### config.mk
export PLATFORM = sky130hd
export DESIGN_NAME = double_speed_clock_select
export DESIGN_NICKNAME = d
export VERILOG_FILES = /design/src/verilog/clk_speed_pkg.sv /design/src/verilog/double_speed_clock_select.sv
export SDC_FILE = /design/constraint.sdc
export NUM_CORES = 1
export LEC_CHECK = 0
export BUFFER_PORTS_ARGS = -buffer_cell sky130_fd_sc_hd__buf_2
export CAP_MARGIN = 20
export CORE_MARGIN = 4
export CORE_UTILIZATION = 35
export CTS_CLUSTER_SIZE = 30
export DETAILED_ROUTE_END_ITERATION = 10
export PLACE_DENSITY_LB_ADDON = 0.2
export SLEW_MARGIN = 20
export SYNTH_ARGS = -nofsm -noshare
export SYNTH_HDL_FRONTEND = slang
export SYNTH_SLANG_ARGS = --single-unit
### constraint.sdc
create_clock -name pclk -period 3.42 [get_ports pclk]
set_input_delay 0 -clock pclk [delete_from_list [all_inputs] [get_ports pclk]]
set_output_delay 0 -clock pclk [all_outputs]
set_load 0.05 [all_outputs]
### src/verilog/clk_speed_pkg.sv
// Purpose: Constants for the double-speed clock select block
// Assumes: APB slave with 32-bit data, pclk as oscillator reference
// Notes: Register offsets are not word aligned, so they are indices
package clk_speed_pkg;
	localparam logic [7:0]  CLOCK_SPEED_CONTROL_IDX       = 8'h8f;
	localparam logic [7:0]  SERIAL_PORT_SPEED_CONTROL_IDX = 8'h9f;
	localparam logic [11:0] CLOCK_SPEED_CONTROL_ADDR      = {2'b00, CLOCK_SPEED_CONTROL_IDX, 2'b00};
	localparam logic [11:0] SERIAL_PORT_SPEED_CONTROL_ADDR = {2'b00, SERIAL_PORT_SPEED_CONTROL_IDX, 2'b00};
	localparam logic [7:0]  CLOCK_SPEED_CONTROL_RESET     = 8'h00;
	localparam logic [7:0]  SERIAL_PORT_SPEED_CONTROL_RESET = 8'h00;
	// Field positions in clock_speed_control; SPI_SPEED_BIT is in the second register
	localparam int CPU_DOUBLE_SPEED_BIT = 0;
	localparam int TIMER0_SPEED_BIT     = 1;
	localparam int TIMER1_SPEED_BIT     = 2;
	localparam int TIMER2_SPEED_BIT     = 3;
	localparam int UART_SPEED_BIT       = 4;
	localparam int COUNTER_ARRAY_BIT    = 5;
	localparam int WATCHDOG_SPEED_BIT   = 6;
	localparam int CAN_SPEED_BIT        = 7;
	localparam int SPI_SPEED_BIT        = 0;
	// Oscillator periods per cycle
	localparam logic [3:0] PERIODS_STANDARD = 4'd12;
	localparam logic [3:0] PERIODS_DOUBLE   = 4'd6;
	localparam logic [3:0] PERIOD_CNT_RESET = 4'h0;
	// Peripheral enable vector order: 0..6 from clock_speed_control bits 1..7, 7 is spi
	localparam int NUM_PERIPH = 8;
	localparam int UART_IDX   = 3;
endpackage

### src/verilog/double_speed_clock_select.sv
// Purpose: CPU and peripheral clock-rate selection, register mapped over APB
// Assumes: pclk is the oscillator input; enables are one-cycle strobes
// Notes: Peripheral clocks are clock enables, not gated clocks
// What this block does
// - Double-speed bit clear gives CPU and all peripherals 12 periods per cycle.
// - Double-speed bit set gives CPU 6 periods and honours peripheral bits.
// - Cleared peripheral bit gives that peripheral 6 periods per cycle.
// - Set peripheral bit keeps that peripheral at 12 periods per cycle.
// - Peripheral bits act only while the double-speed bit is set.
// - UART bit affects only UART modes 0 and 2.
// - Reserved bits 7 to 1 of second register need no defined read value.
// - Both control registers reset to all zeros, standard mode.
// - The halver runs in both modes; cycle length comes from the 12 or 6 period count.
// - Double-speed bit change takes effect only on a halved-clock rising edge.
`timescale 1ns/1ps
`default_nettype none
module double_speed_clock_select
	import clk_speed_pkg::*;
(
	// Clock and reset
	input  wire logic        pclk,
	input  wire logic        presetn,
	// APB slave
	input  wire logic        psel,
	input  wire logic        penable,
	input  wire logic        pwrite,
	input  wire logic [11:0] paddr,
	input  wire logic [31:0] pwdata,
	output logic      [31:0] prdata,
	output logic             pready,
	output logic             pslverr,
	// UART mode from the serial port
	input  wire logic [1:0]  uart_mode,
	// Clock enables, halved clock and double-speed status
	output logic             cpu_cycle_en,
	output logic [7:0]       periph_cycle_en,
	output logic             half_clk,
	output logic             double_speed_active
);
	import clk_speed_pkg::*;

	logic [7:0] clock_speed_control_reg;
	logic [7:0] serial_port_speed_control_reg;
	logic       x2_eff_reg;
	logic [3:0] cpu_cnt_reg;
	logic [3:0] cpu_cnt_next;
	logic [7:0] sel_reg;
	logic [7:0] sel_req;
	logic [3:0] pcnt_reg [NUM_PERIPH];
	logic       access;
	logic       hit0;
	logic       hit1;

	assign access = psel && penable;
	assign hit0 = paddr == CLOCK_SPEED_CONTROL_ADDR;
	assign hit1 = paddr == SERIAL_PORT_SPEED_CONTROL_ADDR;

	// Zero-wait slave: pready high in every access cycle
	always_ff @(posedge pclk or negedge presetn) begin
		if (!presetn) begin
			clock_speed_control_reg       <= CLOCK_SPEED_CONTROL_RESET;
			serial_port_speed_control_reg <= SERIAL_PORT_SPEED_CONTROL_RESET;
		end else if (access && pwrite && hit0) begin
			clock_speed_control_reg <= pwdata[7:0];
		end else if (access && pwrite && hit1) begin
			// Reserved bits are not stored; software must keep them zero
			serial_port_speed_control_reg <= {7'h00, pwdata[SPI_SPEED_BIT]};
		end
	end

	always_ff @(posedge pclk or negedge presetn) begin
		if (!presetn) begin
			pready  <= 1'b0;
			pslverr <= 1'b0;
			prdata  <= 32'h0000_0000;
		end else begin
			pready  <= psel && !penable;
			pslverr <= psel && !penable && !hit0 && !hit1;
			if (psel && !penable && hit0)
				prdata <= {24'h00_0000, clock_speed_control_reg};
			else if (psel && !penable && hit1)
				prdata <= {24'h00_0000, serial_port_speed_control_reg};
			else
				prdata <= 32'h0000_0000;
		end
	end

	// Halved oscillator reference, runs freely
	always_ff @(posedge pclk or negedge presetn) begin
		if (!presetn)
			half_clk <= 1'b0;
		else
			half_clk <= !half_clk;
	end

	// Mode bit is taken only where half_clk rises, avoiding a glitch
	always_ff @(posedge pclk or negedge presetn) begin
		if (!presetn)
			x2_eff_reg <= 1'b0;
		else if (!half_clk)
			x2_eff_reg <= clock_speed_control_reg[CPU_DOUBLE_SPEED_BIT];
	end

	always_ff @(posedge pclk or negedge presetn) begin
		if (!presetn)
			double_speed_active <= 1'b0;
		else
			double_speed_active <= x2_eff_reg;
	end

	// CPU machine cycle counter, limit chosen by effective mode
	always_comb begin
		if (cpu_cnt_reg >= (x2_eff_reg ? PERIODS_DOUBLE : PERIODS_STANDARD) - 4'd1)
			cpu_cnt_next = PERIOD_CNT_RESET;
		else
			cpu_cnt_next = cpu_cnt_reg + 4'd1;
	end

	always_ff @(posedge pclk or negedge presetn) begin
		if (!presetn) begin
			cpu_cnt_reg  <= PERIOD_CNT_RESET;
			cpu_cycle_en <= 1'b0;
		end else begin
			cpu_cnt_reg  <= cpu_cnt_next;
			cpu_cycle_en <= cpu_cnt_next == PERIOD_CNT_RESET;
		end
	end

	// Requested standard-speed select per peripheral
	always_comb begin
		sel_req = {serial_port_speed_control_reg[SPI_SPEED_BIT], clock_speed_control_reg[7:1]};
		sel_req[UART_IDX] = clock_speed_control_reg[UART_SPEED_BIT] && !uart_mode[0];
		if (!x2_eff_reg)
			sel_req = 8'hff;
	end

	genvar g;
	for (g = 0; g < NUM_PERIPH; g++) begin : g_periph
		logic [3:0] limit;
		assign limit = sel_reg[g] ? PERIODS_STANDARD : PERIODS_DOUBLE;
		always_ff @(posedge pclk or negedge presetn) begin
			if (!presetn) begin
				pcnt_reg[g]        <= PERIOD_CNT_RESET;
				sel_reg[g]         <= 1'b1;
				periph_cycle_en[g] <= 1'b0;
			end else if (pcnt_reg[g] >= limit - 4'd1) begin
				// Select changes only at cycle end, so no short cycle
				pcnt_reg[g]        <= PERIOD_CNT_RESET;
				sel_reg[g]         <= sel_req[g];
				periph_cycle_en[g] <= 1'b1;
			end else begin
				pcnt_reg[g]        <= pcnt_reg[g] + 4'd1;
				periph_cycle_en[g] <= 1'b0;
			end
		end
	end

	// Pulse history is meaningless until one cycle has passed after reset
	logic cpu_seen_reg;

	always_ff @(posedge pclk or negedge presetn) begin
		if (!presetn)
			cpu_seen_reg <= 1'b0;
		else if (cpu_cycle_en)
			cpu_seen_reg <= 1'b1;
	end

	// CPU machine cycle checks
	chk_cpu_standard_rate: assert property (@(posedge pclk) disable iff (!presetn)
		cpu_cycle_en && !x2_eff_reg && $past(!x2_eff_reg, 12) && $past(cpu_seen_reg, 12)
		|-> $past(cpu_cycle_en, 12))
		else $error("cpu cycle not 12 periods");

	chk_cpu_double_rate: assert property (@(posedge pclk) disable iff (!presetn)
		cpu_cycle_en && x2_eff_reg && $past(x2_eff_reg, 6) |-> $past(cpu_cycle_en, 6))
		else $error("cpu cycle not 6 periods");

	chk_cpu_pulse_single: assert property (@(posedge pclk) disable iff (!presetn)
		cpu_cycle_en |=> !cpu_cycle_en)
		else $error("cpu cycle enable longer than one cycle");

	chk_cpu_cnt_range: assert property (@(posedge pclk) disable iff (!presetn)
		cpu_cnt_reg < PERIODS_STANDARD)
		else $error("cpu cycle counter out of range");

	chk_active_follow: assert property (@(posedge pclk) disable iff (!presetn)
		double_speed_active == $past(x2_eff_reg))
		else $error("double speed flag does not follow mode");

	// Peripheral enable checks
	chk_periph_fast: assert property (@(posedge pclk) disable iff (!presetn)
		periph_cycle_en[0] && !sel_reg[0] |=> !periph_cycle_en[0] [*5] ##1 periph_cycle_en[0])
		else $error("fast peripheral cycle not 6");

	chk_periph_slow: assert property (@(posedge pclk) disable iff (!presetn)
		periph_cycle_en[7] && sel_reg[7] |=> !periph_cycle_en[7] [*8]
		##1 !periph_cycle_en[7] [*3] ##1 periph_cycle_en[7])
		else $error("slow peripheral cycle not 12");

	chk_std_forces_slow: assert property (@(posedge pclk) disable iff (!presetn)
		!x2_eff_reg |-> sel_req == 8'hff)
		else $error("peripheral bit acted in standard mode");

	chk_uart_mode_gate: assert property (@(posedge pclk) disable iff (!presetn)
		uart_mode[0] && x2_eff_reg |-> !sel_req[UART_IDX])
		else $error("uart speed bit acted in mode 1 or 3");

	chk_uart_bit_used: assert property (@(posedge pclk) disable iff (!presetn)
		!uart_mode[0] && x2_eff_reg
		|-> sel_req[UART_IDX] == clock_speed_control_reg[UART_SPEED_BIT])
		else $error("uart speed bit ignored in mode 0 or 2");

	for (g = 0; g < NUM_PERIPH; g++) begin : g_periph_chk
		chk_fast_spacing: assert property (@(posedge pclk) disable iff (!presetn)
			periph_cycle_en[g] && !sel_reg[g]
			|=> !periph_cycle_en[g] [*5] ##1 periph_cycle_en[g])
			else $error("peripheral fast cycle not 6 periods");

		chk_slow_spacing: assert property (@(posedge pclk) disable iff (!presetn)
			periph_cycle_en[g] && sel_reg[g] |=> !periph_cycle_en[g] [*8]
			##1 !periph_cycle_en[g] [*3] ##1 periph_cycle_en[g])
			else $error("peripheral slow cycle not 12 periods");

		chk_sel_at_end: assert property (@(posedge pclk) disable iff (!presetn)
			$changed(sel_reg[g]) |-> periph_cycle_en[g])
			else $error("peripheral select changed mid cycle");

		chk_std_slow: assert property (@(posedge pclk) disable iff (!presetn)
			!x2_eff_reg && $past(!x2_eff_reg, 12) |-> sel_reg[g])
			else $error("peripheral not slow in standard mode");

		chk_pcnt_range: assert property (@(posedge pclk) disable iff (!presetn)
			pcnt_reg[g] < PERIODS_STANDARD)
			else $error("peripheral counter out of range");
	end

	// Mode switch, halved clock, select boundary and reserved bit checks
	chk_mode_on_half: assert property (@(posedge pclk) disable iff (!presetn)
		$changed(x2_eff_reg) |-> $past(!half_clk))
		else $error("mode changed off halved edge");

	chk_half_toggle: assert property (@(posedge pclk) disable iff (!presetn)
		half_clk |=> !half_clk ##1 half_clk)
		else $error("halved clock not toggling");

	chk_sel_boundary: assert property (@(posedge pclk) disable iff (!presetn)
		$changed(sel_reg[1]) |-> periph_cycle_en[1])
		else $error("peripheral select changed mid cycle");

	chk_spi_reserved: assert property (@(posedge pclk) disable iff (!presetn)
		serial_port_speed_control_reg[7:1] == 7'h00)
		else $error("reserved bits stored");

	// Register bus checks
	chk_ready_after_setup: assert property (@(posedge pclk) disable iff (!presetn)
		pready |-> $past(psel && !penable))
		else $error("ready without a setup cycle");

	chk_ready_one_cycle: assert property (@(posedge pclk) disable iff (!presetn)
		pready |=> !pready)
		else $error("ready held longer than one cycle");

	chk_err_with_ready: assert property (@(posedge pclk) disable iff (!presetn)
		pslverr |-> pready)
		else $error("error response without ready");

	chk_err_unmapped: assert property (@(posedge pclk) disable iff (!presetn)
		pready && $past(!hit0 && !hit1) |-> pslverr)
		else $error("unmapped access not flagged");

	chk_write_lands0: assert property (@(posedge pclk) disable iff (!presetn)
		access && pwrite && hit0 |=> clock_speed_control_reg == $past(pwdata[7:0]))
		else $error("first control register write lost");

	chk_write_lands1: assert property (@(posedge pclk) disable iff (!presetn)
		access && pwrite && hit1
		|=> serial_port_speed_control_reg == {7'h00, $past(pwdata[SPI_SPEED_BIT])})
		else $error("second control register write lost");

	chk_write_ignored: assert property (@(posedge pclk) disable iff (!presetn)
		access && pwrite && !hit0 && !hit1
		|=> $stable(clock_speed_control_reg) && $stable(serial_port_speed_control_reg))
		else $error("unmapped write changed a register");

	chk_read_keeps: assert property (@(posedge pclk) disable iff (!presetn)
		access && !pwrite
		|=> $stable(clock_speed_control_reg) && $stable(serial_port_speed_control_reg))
		else $error("read changed a register");

	chk_read_data: assert property (@(posedge pclk) disable iff (!presetn)
		pready && $past(hit0) |-> prdata == {24'h00_0000, $past(clock_speed_control_reg)})
		else $error("read data does not match register");

	chk_unmapped_zero: assert property (@(posedge pclk) disable iff (!presetn)
		pslverr |-> prdata == 32'h0000_0000)
		else $error("unmapped read returned data");

	chk_idle_zero: assert property (@(posedge pclk) disable iff (!presetn)
		!pready |-> prdata == 32'h0000_0000)
		else $error("read data outside access cycle");
endmodule // double_speed_clock_select
`default_nettype wire
==> results of run 1 <==
cell families after synthesis:
| family | synth area share (%) |
|---|---|
| AOI/OAI and AO/OA | 4.409 |
| xor gates and xnor gates | 4.654 |
| adders and majority gates | 12.60 |
| buffers and inverters | 7.662 |
| DFF | 52.76 |
| muxes | 5.668 |
| other | 0.1049 |
| and+or+nand+nor | 12.14 |
cell type report:
| type | instances | area share (%) |
|---|---|---|
| clock inverters | 7 | 2.203 |
| repair buffers | 58 | 8.395 |
| well taps | 133 | 3.960 |
| inverters | 21 | 1.876 |
| flip-flops and latches | 75 | 44.89 |
| clock buffers | 9 | 2.947 |
| multi-input cells | 209 | 35.72 |
critical path, cell delays in order, from the launching register on:
cell and delay, ns:
dfrtp_1 0.44, clkinv_1 0.33, ha_1 0.41, nand2_1 0.05, o21ai_0 0.47, a31o_2 0.18
Yosys cell counts (8+ instances only):
cell type   n
a21oi_1    19
o21ai_1     8
nand3_1     9
ha_1       36
xor2_1      9
mux2_2     10
inv_1      20
nor2_1     45
dfrtp_1    67
xnor2_1    10
buf_4      24
mux2i_1     9
dfstp_2     8
nand2_1     9
how the worst min path moves through the flow:
stage / startpoint / endpoint / slack (ns) / depth (start not counted)
after global placement: presetn / cpu_cycle_en / 0.22 / 1
final: paddr[6] / prdata[7] / 0.06 / 2
after detailed placement: presetn / cpu_cnt_reg[1] / 0.22 / 1
after CTS: paddr[6] / prdata[7] / 0.05 / 2
after global routing: paddr[6] / prdata[7] / 0.05 / 2
after floorplan: presetn / clock_speed_control_reg[0] / -0.30 / 0
placed cells by master, fill, tap and decap left out, drive strengths merged, types with 6 or more instances in the layout:
master,n
a21oi,19
buf,46
clkbuf,9
clkinv,6
conb,24
dfrtp,67
dfstp,8
dlygate4sd3,12
ha,36
inv,20
mux2,10
mux2i,9
nand2,9
nand3,9
nor2,45
nor3b,7
o21ai,9
xnor2,10
xor2,9
metal layers:
layer	GRT usage, %	up-vias	part of all wire [%]
met5	0	-	0
met4	3.246	0	1.1
met3	4.737	6	6.1
met2	18.73	54	48
met1	14.33	1032	44
li1	-	1122	-
where the power goes:
part           internal (mW)  switching [mW]  leakage [nW]
registers               1.15           0.208         0.945
clock network          0.409           0.330         0.113
logic                  0.426           0.629          1.11
total                   1.98            1.17          2.17
what timing repair did:
| action | in CTS | in global routing |
|---|---|---|
| buffers inserted | 0 | 0 |
| hold endpoints to repair | 79 | 0 |
| hold buffers | 12 | 0 |
==> flow_metrics.env, run 1 <==
export IMPL_outcome="finished, final reports clean"
export IMPL_grt_pass1_vias=2262
export IMPL_avgSynthCellArea_sq_um=11.61
export IMPL_slew_violations=0
export IMPL_yosysWarningCount=0
export IMPL_ys_ff_latch=75
export IMPL_slew_headroom_pct=37.49
export IMPL_wl_per_cell_microns=11.85
export IMPL_clock_skew_final_ns=0.008346
export IMPL_syn_inst=308
export IMPL_cts_buffers=9
export IMPL_cts_root_buffer="clkbuf_8"
export IMPL_synth_top_cell_area_share_pct=46.89
export IMPL_start_util_pct=36.25
export IMPL_drt_initial_drc_count=81
export IMPL_hp_class="in -> reg"
export IMPL_synth_edf_count=0
export IMPL_max_freq_mhz=517.6
export IMPL_syn_area_sq_um=3576
export IMPL_critPathLaunchType="register"
export IMPL_critPathKind="reg -> reg"
export IMPL_seqCellArea_sq_um=1887
export IMPL_rr_endpoint="cpu_cycle_en"
export IMPL_cts_tree="done"
export IMPL_tns_ns=0
export IMPL_endpoint="cpu_cycle_en"
export IMPL_synthArstFlopShare_pct=100.0
export IMPL_cts_clk_slew_worst_paths_ns=0.08
export IMPL_power_density_nw_per_um2=750.1
export IMPL_n_fill_cell=988
export IMPL_via_count=2214
export IMPL_largest_reg_flops=32
export IMPL_grt_max_degree=76
export IMPL_die_w_microns=109.1
export IMPL_diodes=0
export IMPL_hold_violations=0
export IMPL_multi_input_area_sq_um=1501
export IMPL_synthToLayoutAreaGrowth_pct=17.53
export IMPL_r2r_cells=5
export IMPL_rrSetupSlack_ns=1.49
export IMPL_yosysTopAreaCell="dfrtp_1"
export IMPL_post_cts_resized=0
export IMPL_totalWireLength_mm=6.065
export IMPL_yosysSeqAreaShare_pct=52.76
export IMPL_reg2reg_from="x2_eff_reg"
export IMPL_finalPower_mw=3.152
export IMPL_rsz0062_at_grt="no"
export IMPL_pre_cts_ws_ns=1.488
export IMPL_drtAntennaViolNets=0
export IMPL_required_ns=3.71
export IMPL_layout_drive_gt1_share_pct=24.01
export IMPL_clock_path_buffers=2
export IMPL_die_area_sq_um=11900
export IMPL_synth_ff_type="dfrtp_1"
export IMPL_grt_usage_pct=11.61
export IMPL_fin_crit_ns=1.932
export IMPL_grt_antenna_before_repair=0
export IMPL_whs_ns=0.06278
export IMPL_power_leakage_nw=2.165
export IMPL_worst_slack_ns=1.488
export IMPL_rows=36
export IMPL_numPlacedInstances=484
export IMPL_irDropWorstVdd_uv=345.8
export IMPL_yosysUniqueCellTypes=31
export IMPL_grt_overflow_total=0
export IMPL_period_share_pct=56.50
export IMPL_drc_errors=0
export IMPL_utilization_pct=42.61
export IMPL_cts_sinks=75
export IMPL_worst_slew_pin_slew_ns=0.9376
export IMPL_cp_max_fo=9
export IMPL_die_h_microns=109.1
export IMPL_critPathLaunch="x2_eff_reg"
export IMPL_cts_max_level=3
export IMPL_grt_first_pass_wirelength_mm=10.59
export IMPL_post_dp_hpwl_mm=4.234
export IMPL_cp_end_kind="register"
export IMPL_critPathArrivalTime_ns=2.22
export IMPL_fin_cells=512
export IMPL_clock_latency_ns=0.34
export IMPL_drv_cap=0
export IMPL_numPortBuffers=46
export IMPL_firstDrtPassIters=4
export IMPL_vias_per_cell=4.324
export IMPL_io_pins=96
export IMPL_core_sq_um=9864
export IMPL_gp_congestion=0.7127
export IMPL_ys_top_cells_by_area="dfrtp_1 47%, ha_1 13%, dfstp_2 5.9%, buf_4 5.0%, nor2_1 4.7%"
export IMPL_post_dp_cell_area_sq_um=3866
export IMPL_setup_viol=0
export IMPL_layout_nets=461
export IMPL_design_area_sq_um=4203
No activity file was read; power rests on OpenSTA's default activity.
==> run 2: changes to the inputs <==
--- a/config.mk
+++ b/config.mk
@@ -5,6 +5,7 @@
 export SDC_FILE = /design/constraint.sdc
 export NUM_CORES = 1
 export LEC_CHECK = 0
+export ABC_AREA = 1
 export BUFFER_PORTS_ARGS = -buffer_cell sky130_fd_sc_hd__buf_2
 export CAP_MARGIN = 20
 export CORE_MARGIN = 4
==> constraint.sdc (replaced) <==
create_clock -name pclk -period 1.6 [get_ports pclk]
set_input_delay 0 -clock pclk [delete_from_list [all_inputs] [get_ports pclk]]
set_output_delay 0 -clock pclk [all_outputs]
set_load 0.05 [all_outputs]
==> run 2 against run 1 <==
Effect of this change: cell count increased by 15%; via count up 15%; design area increased by 6.1%; synthesized area grew 5.8%; sequential power up 140%; non-clock buffer count up 4; total power increased to 2.5 times the previous value; die area is 5.3% higher; clock skew up 0.0020 ns; sequential share of layout area is 2.6 points lower; core utilization rose by 0.22 points.
==> flow_metrics.env, run 2 <==
export IMPL_outcome="finished, final reports clean"
export IMPL_synth_edf_count=0
export IMPL_yosysUniqueCellTypes=25
export IMPL_fin_cells=590
export IMPL_rsz0062_at_grt="no"
export IMPL_period_share_pct=91.85
export IMPL_start_util_pct=36.31
export IMPL_grt_first_pass_wirelength_mm=11.34
export IMPL_yosysTopAreaCell="dfrtp_1"
export IMPL_synth_most_common_cell="nand2_1"
export IMPL_numPortBuffers=46
export IMPL_vias_per_cell=4.305
export IMPL_critPathArrivalTime_ns=1.75
export IMPL_critPathLaunchType="register"
export IMPL_synthToLayoutAreaGrowth_pct=17.93
export IMPL_synthArstFlopShare_pct=100.0
export IMPL_grt_antenna_before_repair=0
export IMPL_synth_top_cell_area_share_pct=44.33
export IMPL_layout_drive_gt1_share_pct=24.23
export IMPL_drv_cap=0
export IMPL_via_count=2540
export IMPL_slew_violations=0
export IMPL_drc_errors=0
export IMPL_cts_max_level=3
export IMPL_grt_usage_pct=11.07
export IMPL_whs_ns=0.01605
export IMPL_critPathLaunch="sel_reg[2]"
export IMPL_layout_nets=537
export IMPL_gp_congestion=0.7391
export IMPL_cpMostUsedCell="nand2_1"
export IMPL_syn_area_sq_um=3782
export IMPL_clock_skew_final_ns=0.01034
export IMPL_final_common_cell="dfrtp_1"
export IMPL_cts_buffers=9
export IMPL_diodes=0
export IMPL_grt_max_degree=28
export IMPL_switching_power_mw=3.241
export IMPL_combPwrFrac_pct=42.2
export IMPL_clock_latency_ns=0.35
export IMPL_totalWireLength_mm=6.453
export IMPL_die_area_sq_um=12530
export IMPL_post_dp_hpwl_mm=4.850
export IMPL_max_freq_mhz=680.5
export IMPL_reg2reg_from="sel_reg[2]"
export IMPL_cts_root_buffer="clkbuf_8"
export IMPL_grt_overflow_total=0
export IMPL_drtAntennaViolNets=0
export IMPL_cts_sinks=75
export IMPL_ys_top_cells_by_area="dfrtp_1 44%, ha_1 12%, nand2_1 6.8%, dfstp_2 5.6%, buf_4 4.8%"
export IMPL_hp_start="psel"
export IMPL_hold_violations=0
export IMPL_netSwitchingFraction_pct=40.77
export IMPL_final_cell_mix="67 x dfrtp_1, 62 x nand2_1, 46 x buf_2"
export IMPL_p_int_mw=4.708
export IMPL_power_density_nw_per_um2=1782
export IMPL_setup_viol=0
export IMPL_critPathKind="reg -> reg"
export IMPL_utilization_pct=42.82
export IMPL_hp_class="in -> reg"
export IMPL_tns_ns=0
export IMPL_design_area_sq_um=4461
export IMPL_yosysSeqAreaShare_pct=49.88
export IMPL_grt_pass1_vias=2512
export IMPL_io_pins=96
export IMPL_yosysWarningCount=0
export IMPL_power_share_sequential_pct=40.4
export IMPL_cp_end_kind="register"
export IMPL_synth_commonest_cells="69 x nand2_1, 67 x dfrtp_1, 40 x nor2_1"
export IMPL_largest_reg_flops=32
export IMPL_irDropWorstVdd_uv=642.4
export IMPL_avgSynthCellArea_sq_um=9.980
export IMPL_die_w_microns=112.0
export IMPL_core_sq_um=10420
export IMPL_drt_initial_drc_count=92
export IMPL_synth_ff_type="dfrtp_1"
export IMPL_max_stage_delay_ns=0.54
export IMPL_wl_per_cell_microns=10.94
export IMPL_clock_path_buffers=2
export IMPL_cts_tree="done"
export IMPL_firstDrtPassIters=4
export IMPL_post_dp_cell_area_sq_um=4148
export IMPL_numPlacedInstances=564
export IMPL_slowest_stage="dfstp_2"
export IMPL_cp_cell_sequence="inv_1, ha_1, a21oi_1, nand3b_1, nand2_1, nand2_1, nand2_1"
export IMPL_p_clk_share_pct=17.4
export IMPL_power_leakage_nw=2.378
export IMPL_cp_max_fo=6
export IMPL_ys_ff_latch=75
export IMPL_required_ns=1.88
export IMPL_syn_inst=379
export IMPL_cts_clk_slew_worst_paths_ns=0.07
export IMPL_fin_crit_ns=1.470
export IMPL_rows=37
export IMPL_die_h_microns=112.0
==> run 2: logic make-up after synthesis <==
| logic type | after synthesis | synth area share, % |
|---|---|---|
| flip-flops | 75 | 49.88 |
| buffers and inverters | 65 | 8.865 |
| other | 1 | 0.09914 |
| AO/OA/AOI/OAI | 22 | 2.911 |
| adder cells (fa/ha/maj) | 36 | 11.91 |
| XOR/XNOR | 17 | 3.937 |
| AND/OR/NAND/NOR | 163 | 22.40 |
==> run 2: critical path, delay by kind of cell (launching register included) <==
kind	cells	cell delay, ns
adders and majority gates	1	0.27
and+or+nand+nor	4	0.43
DFF	1	0.54
buffers and inverters	1	0.06
AOI/OAI and AO/OA	1	0.11
==> run 2: routing by layer <==
| metal | part of all wire [%] | GRT usage [%] | wire length, microns |
|---|---|---|---|
| met5 | 0 | 0 | 0 |
| met4 | 2.1 | 4.567 | 138 |
| met3 | 5.6 | 2.935 | 361 |
| met2 | 45 | 17.43 | 2934 |
| met1 | 47 | 14.50 | 3019 |
==> run 2: power groups by stage <==
stage          clock [mW]  combinational, mW  sequential, mW
3_3_place_gp            0               3.15            3.23
2_1_floorplan           0               2.42            3.40
6_report             1.38               3.35            3.21
3_5_place_dp            0               3.31            3.26
5_1_grt              1.53               3.98            3.32
4_1_cts              1.44               3.34            3.23
==> run 2: path summary, 6_finish.rpt <==
check                                    to  slack [ns]  depth (start not counted)
min in group asynchronous       pcnt_reg[6]        0.05                          2
worst min-delay path                 pready        0.02                          3
worst max register to register   sel_reg[2]        0.13                          7
max in group asynchronous        sel_reg[0]        0.97                          3
worst max-delay path             sel_reg[2]        0.13                          7
worst min register to register     half_clk        0.44                          1
==> run 2: repair_timing <==
item                       CTS  global route
setup endpoints to repair    0            18
buffers inserted             0             0
hold endpoints to repair    84             0
gates resized for setup      0             8
hold buffers                11             0
==> run 2: area by class of cell <==
class,count,area (sq um)
clock buffer,9,123.9
clock inverter,6,57.56
fill,1020,5956
inverter,40,151.4
multi-input combinational,262,1668
sequential,75,1887
tap,136,170.2
timing repair buffer,62,402.9
==> run 2: per-stage QoR <==
step	setup slack [ns]	power, mW
detailed placement	0.09922	6.567
CTS	0.09641	8.004
global route	0.01762	8.827
finish	0.1305	7.949
global placement	0.1442	6.388
floorplan	0.1624	5.818
==> run 3: changes to the inputs <==
--- a/config.mk
+++ b/config.mk
@@ -9,7 +9,8 @@
 export BUFFER_PORTS_ARGS = -buffer_cell sky130_fd_sc_hd__buf_2
 export CAP_MARGIN = 20
 export CORE_MARGIN = 4
-export CORE_UTILIZATION = 35
+export CORE_UTILIZATION = 50
+export CTS_BUF_LIST = sky130_fd_sc_hd__clkbuf_2
 export CTS_CLUSTER_SIZE = 30
 export DETAILED_ROUTE_END_ITERATION = 10
 export PLACE_DENSITY_LB_ADDON = 0.2
==> run 3 against run 2 <==
Effect of this change: critical endpoint is now prdata[3]; clock skew rose by 0.0096 ns; critical path type is now in -> reg; die area fell by 28%; combinational power rose by 2%.
==> flow_metrics.env, run 3 (same netlist as run 2, synthesis figures left out) <==
export IMPL_die_h_microns=94.98
export IMPL_core_sq_um=7292
export IMPL_numPortBuffers=46
export IMPL_hp_class="in -> async"
export IMPL_grt_first_pass_wirelength_mm=11.54
export IMPL_clock_skew_final_ns=0.01999
export IMPL_period_share_pct=99.17
export IMPL_final_cell_mix="67 x dfrtp_1, 63 x nand2_1, 46 x buf_2"
export IMPL_drt_initial_drc_count=105
export IMPL_finalPower_mw=7.607
export IMPL_cts_buffers=9
export IMPL_die_area_sq_um=9020
export IMPL_grt_antenna_before_repair=0
export IMPL_netSwitchingFraction_pct=42.18
export IMPL_grt_max_degree=76
export IMPL_cts_clk_slew_worst_paths_ns=0.19
export IMPL_gp_congestion=0.7622
export IMPL_drtAntennaViolNets=0
export IMPL_grt_pass1_vias=2791
export IMPL_via_count=2671
export IMPL_drc_errors=0
export IMPL_hold_violations=0
export IMPL_switching_power_mw=3.209
export IMPL_rows=31
export IMPL_design_area_sq_um=4538
export IMPL_layout_nets=556
export IMPL_critPathKind="in -> reg"
export IMPL_clock_latency_ns=0.48
export IMPL_diodes=0
export IMPL_rr_endpoint="sel_reg[7]"
export IMPL_largest_reg_flops=32
export IMPL_irDropWorstVdd_uv=575.4
export IMPL_rsz0062_at_grt="no"
export IMPL_tns_ns=0
export IMPL_reg2reg_from="sel_reg[7]"
export IMPL_layout_drive_gt1_share_pct=23.00
export IMPL_final_common_cell="dfrtp_1"
export IMPL_critPathArrivalTime_ns=2.00
export IMPL_drv_cap=0
export IMPL_synthToLayoutAreaGrowth_pct=19.98
export IMPL_p_int_mw=4.398
export IMPL_cts_root_buffer="clkbuf_2"
export IMPL_grt_overflow_total=0
export IMPL_p_clk_share_pct=12.7
export IMPL_firstDrtPassIters=5
export IMPL_clock_path_buffers=2
export IMPL_r2r_cells=7
export IMPL_setup_viol=0
export IMPL_slew_violations=0
export IMPL_start_util_pct=51.87
export IMPL_cts_max_level=3
export IMPL_power_leakage_nw=2.416
export IMPL_totalWireLength_mm=6.499
export IMPL_vias_per_cell=4.661
export IMPL_whs_ns=0.03818
export IMPL_max_freq_mhz=630.2
export IMPL_wl_per_cell_microns=11.34
export IMPL_grt_usage_pct=16.49
export IMPL_rrSetupSlack_ns=0.10
export IMPL_cp_end_kind="register"
export IMPL_endpoint="prdata[3]"
export IMPL_cts_sinks=75
export IMPL_die_w_microns=94.98
export IMPL_power_density_nw_per_um2=1676
export IMPL_power_share_sequential_pct=42.2
export IMPL_required_ns=2.02
export IMPL_critPathLaunchType="input port"
export IMPL_outcome="finished, final reports clean"
export IMPL_io_pins=96
export IMPL_critPathLaunch="paddr[10]"
export IMPL_n_fill_cell=642
export IMPL_combPwrFrac_pct=45.1
export IMPL_post_dp_cell_area_sq_um=4066
export IMPL_fin_crit_ns=1.587
export IMPL_cp_max_fo=7
export IMPL_cts_tree="done"
export IMPL_post_dp_hpwl_mm=4.576
run 3: repair_timing:
item                                    CTS  global route
endpoints found under the hold margin    95             0
resized for setup                         0            12
hold buffers                             33             0
endpoints found under the setup margin    0            19
buffers inserted                          0             0
run 3: worst min path at each step:
stage,startpoint,end,slack [ns],cells after the start
2_1_floorplan,presetn,clock_speed_control_reg[0],-0.30,0
3_3_place_gp,presetn,pcnt_reg[12],0.06,2
3_5_place_dp,presetn,pcnt_reg[12],0.07,2
4_1_cts,paddr[11],clock_speed_control_reg[1],0.001,7
5_1_grt,presetn,pcnt_reg[14],0.03,3
6_report,presetn,pcnt_reg[14],0.04,3
run 3: cell type report:
type / count / area, sq um / share of cell area [%]
Timing Repair Buffer: 81 / 588.1 / 12.96
Sequential cell: 75 / 1887 / 41.58
Clock buffer: 12 / 60.06 / 1.323
Inverter: 40 / 151.4 / 3.336
Multi-Input combinational cell: 262 / 1687 / 37.17
Clock inverter: 4 / 41.29 / 0.9098
Tap cell: 99 / 123.9 / 2.730
run 3: per-layer routing:
metal / part of all wire [%] / vias up / GRT usage (%)
li1: - / 1344 / -
met1: 43 / 1255 / 18.67
met2: 50 / 61 / 29.07
met3: 5.0 / 11 / 3.187
met4: 2.0 / 0 / 9.014
met5: 0 / - / 0
run 3: power groups by stage:
stage | Combinational [mW] | Clock (mW) | Sequential [mW]
2_1_floorplan | 2.42 | 0 | 3.40
3_3_place_gp | 3.12 | 0 | 3.22
3_5_place_dp | 3.32 | 0 | 3.24
4_1_cts | 3.36 | 1.02 | 3.20
5_1_grt | 4.04 | 1.09 | 3.31
6_report | 3.43 | 0.967 | 3.21
run 3: stage by stage:
step           cells  utilization [%]  setup slack (ns)
6_report         573            62.23           0.01324
5_1_grt          573            62.23          0.002069
4_1_cts          573            61.69           0.03353
3_5_place_dp     524            55.77           0.05859
3_3_place_gp     524            55.77            0.1544
2_1_floorplan    402                -            0.1624
run 3: worst max-delay path, cell delays in order:
cell           delay, ns
buf_2               0.10
dlygate4sd3_1       0.54
nor2_1              0.12
nand3_2             0.13
nor2_8              0.14
dlygate4sd3_1       0.66
nand3_4             0.18
nor2_2              0.13
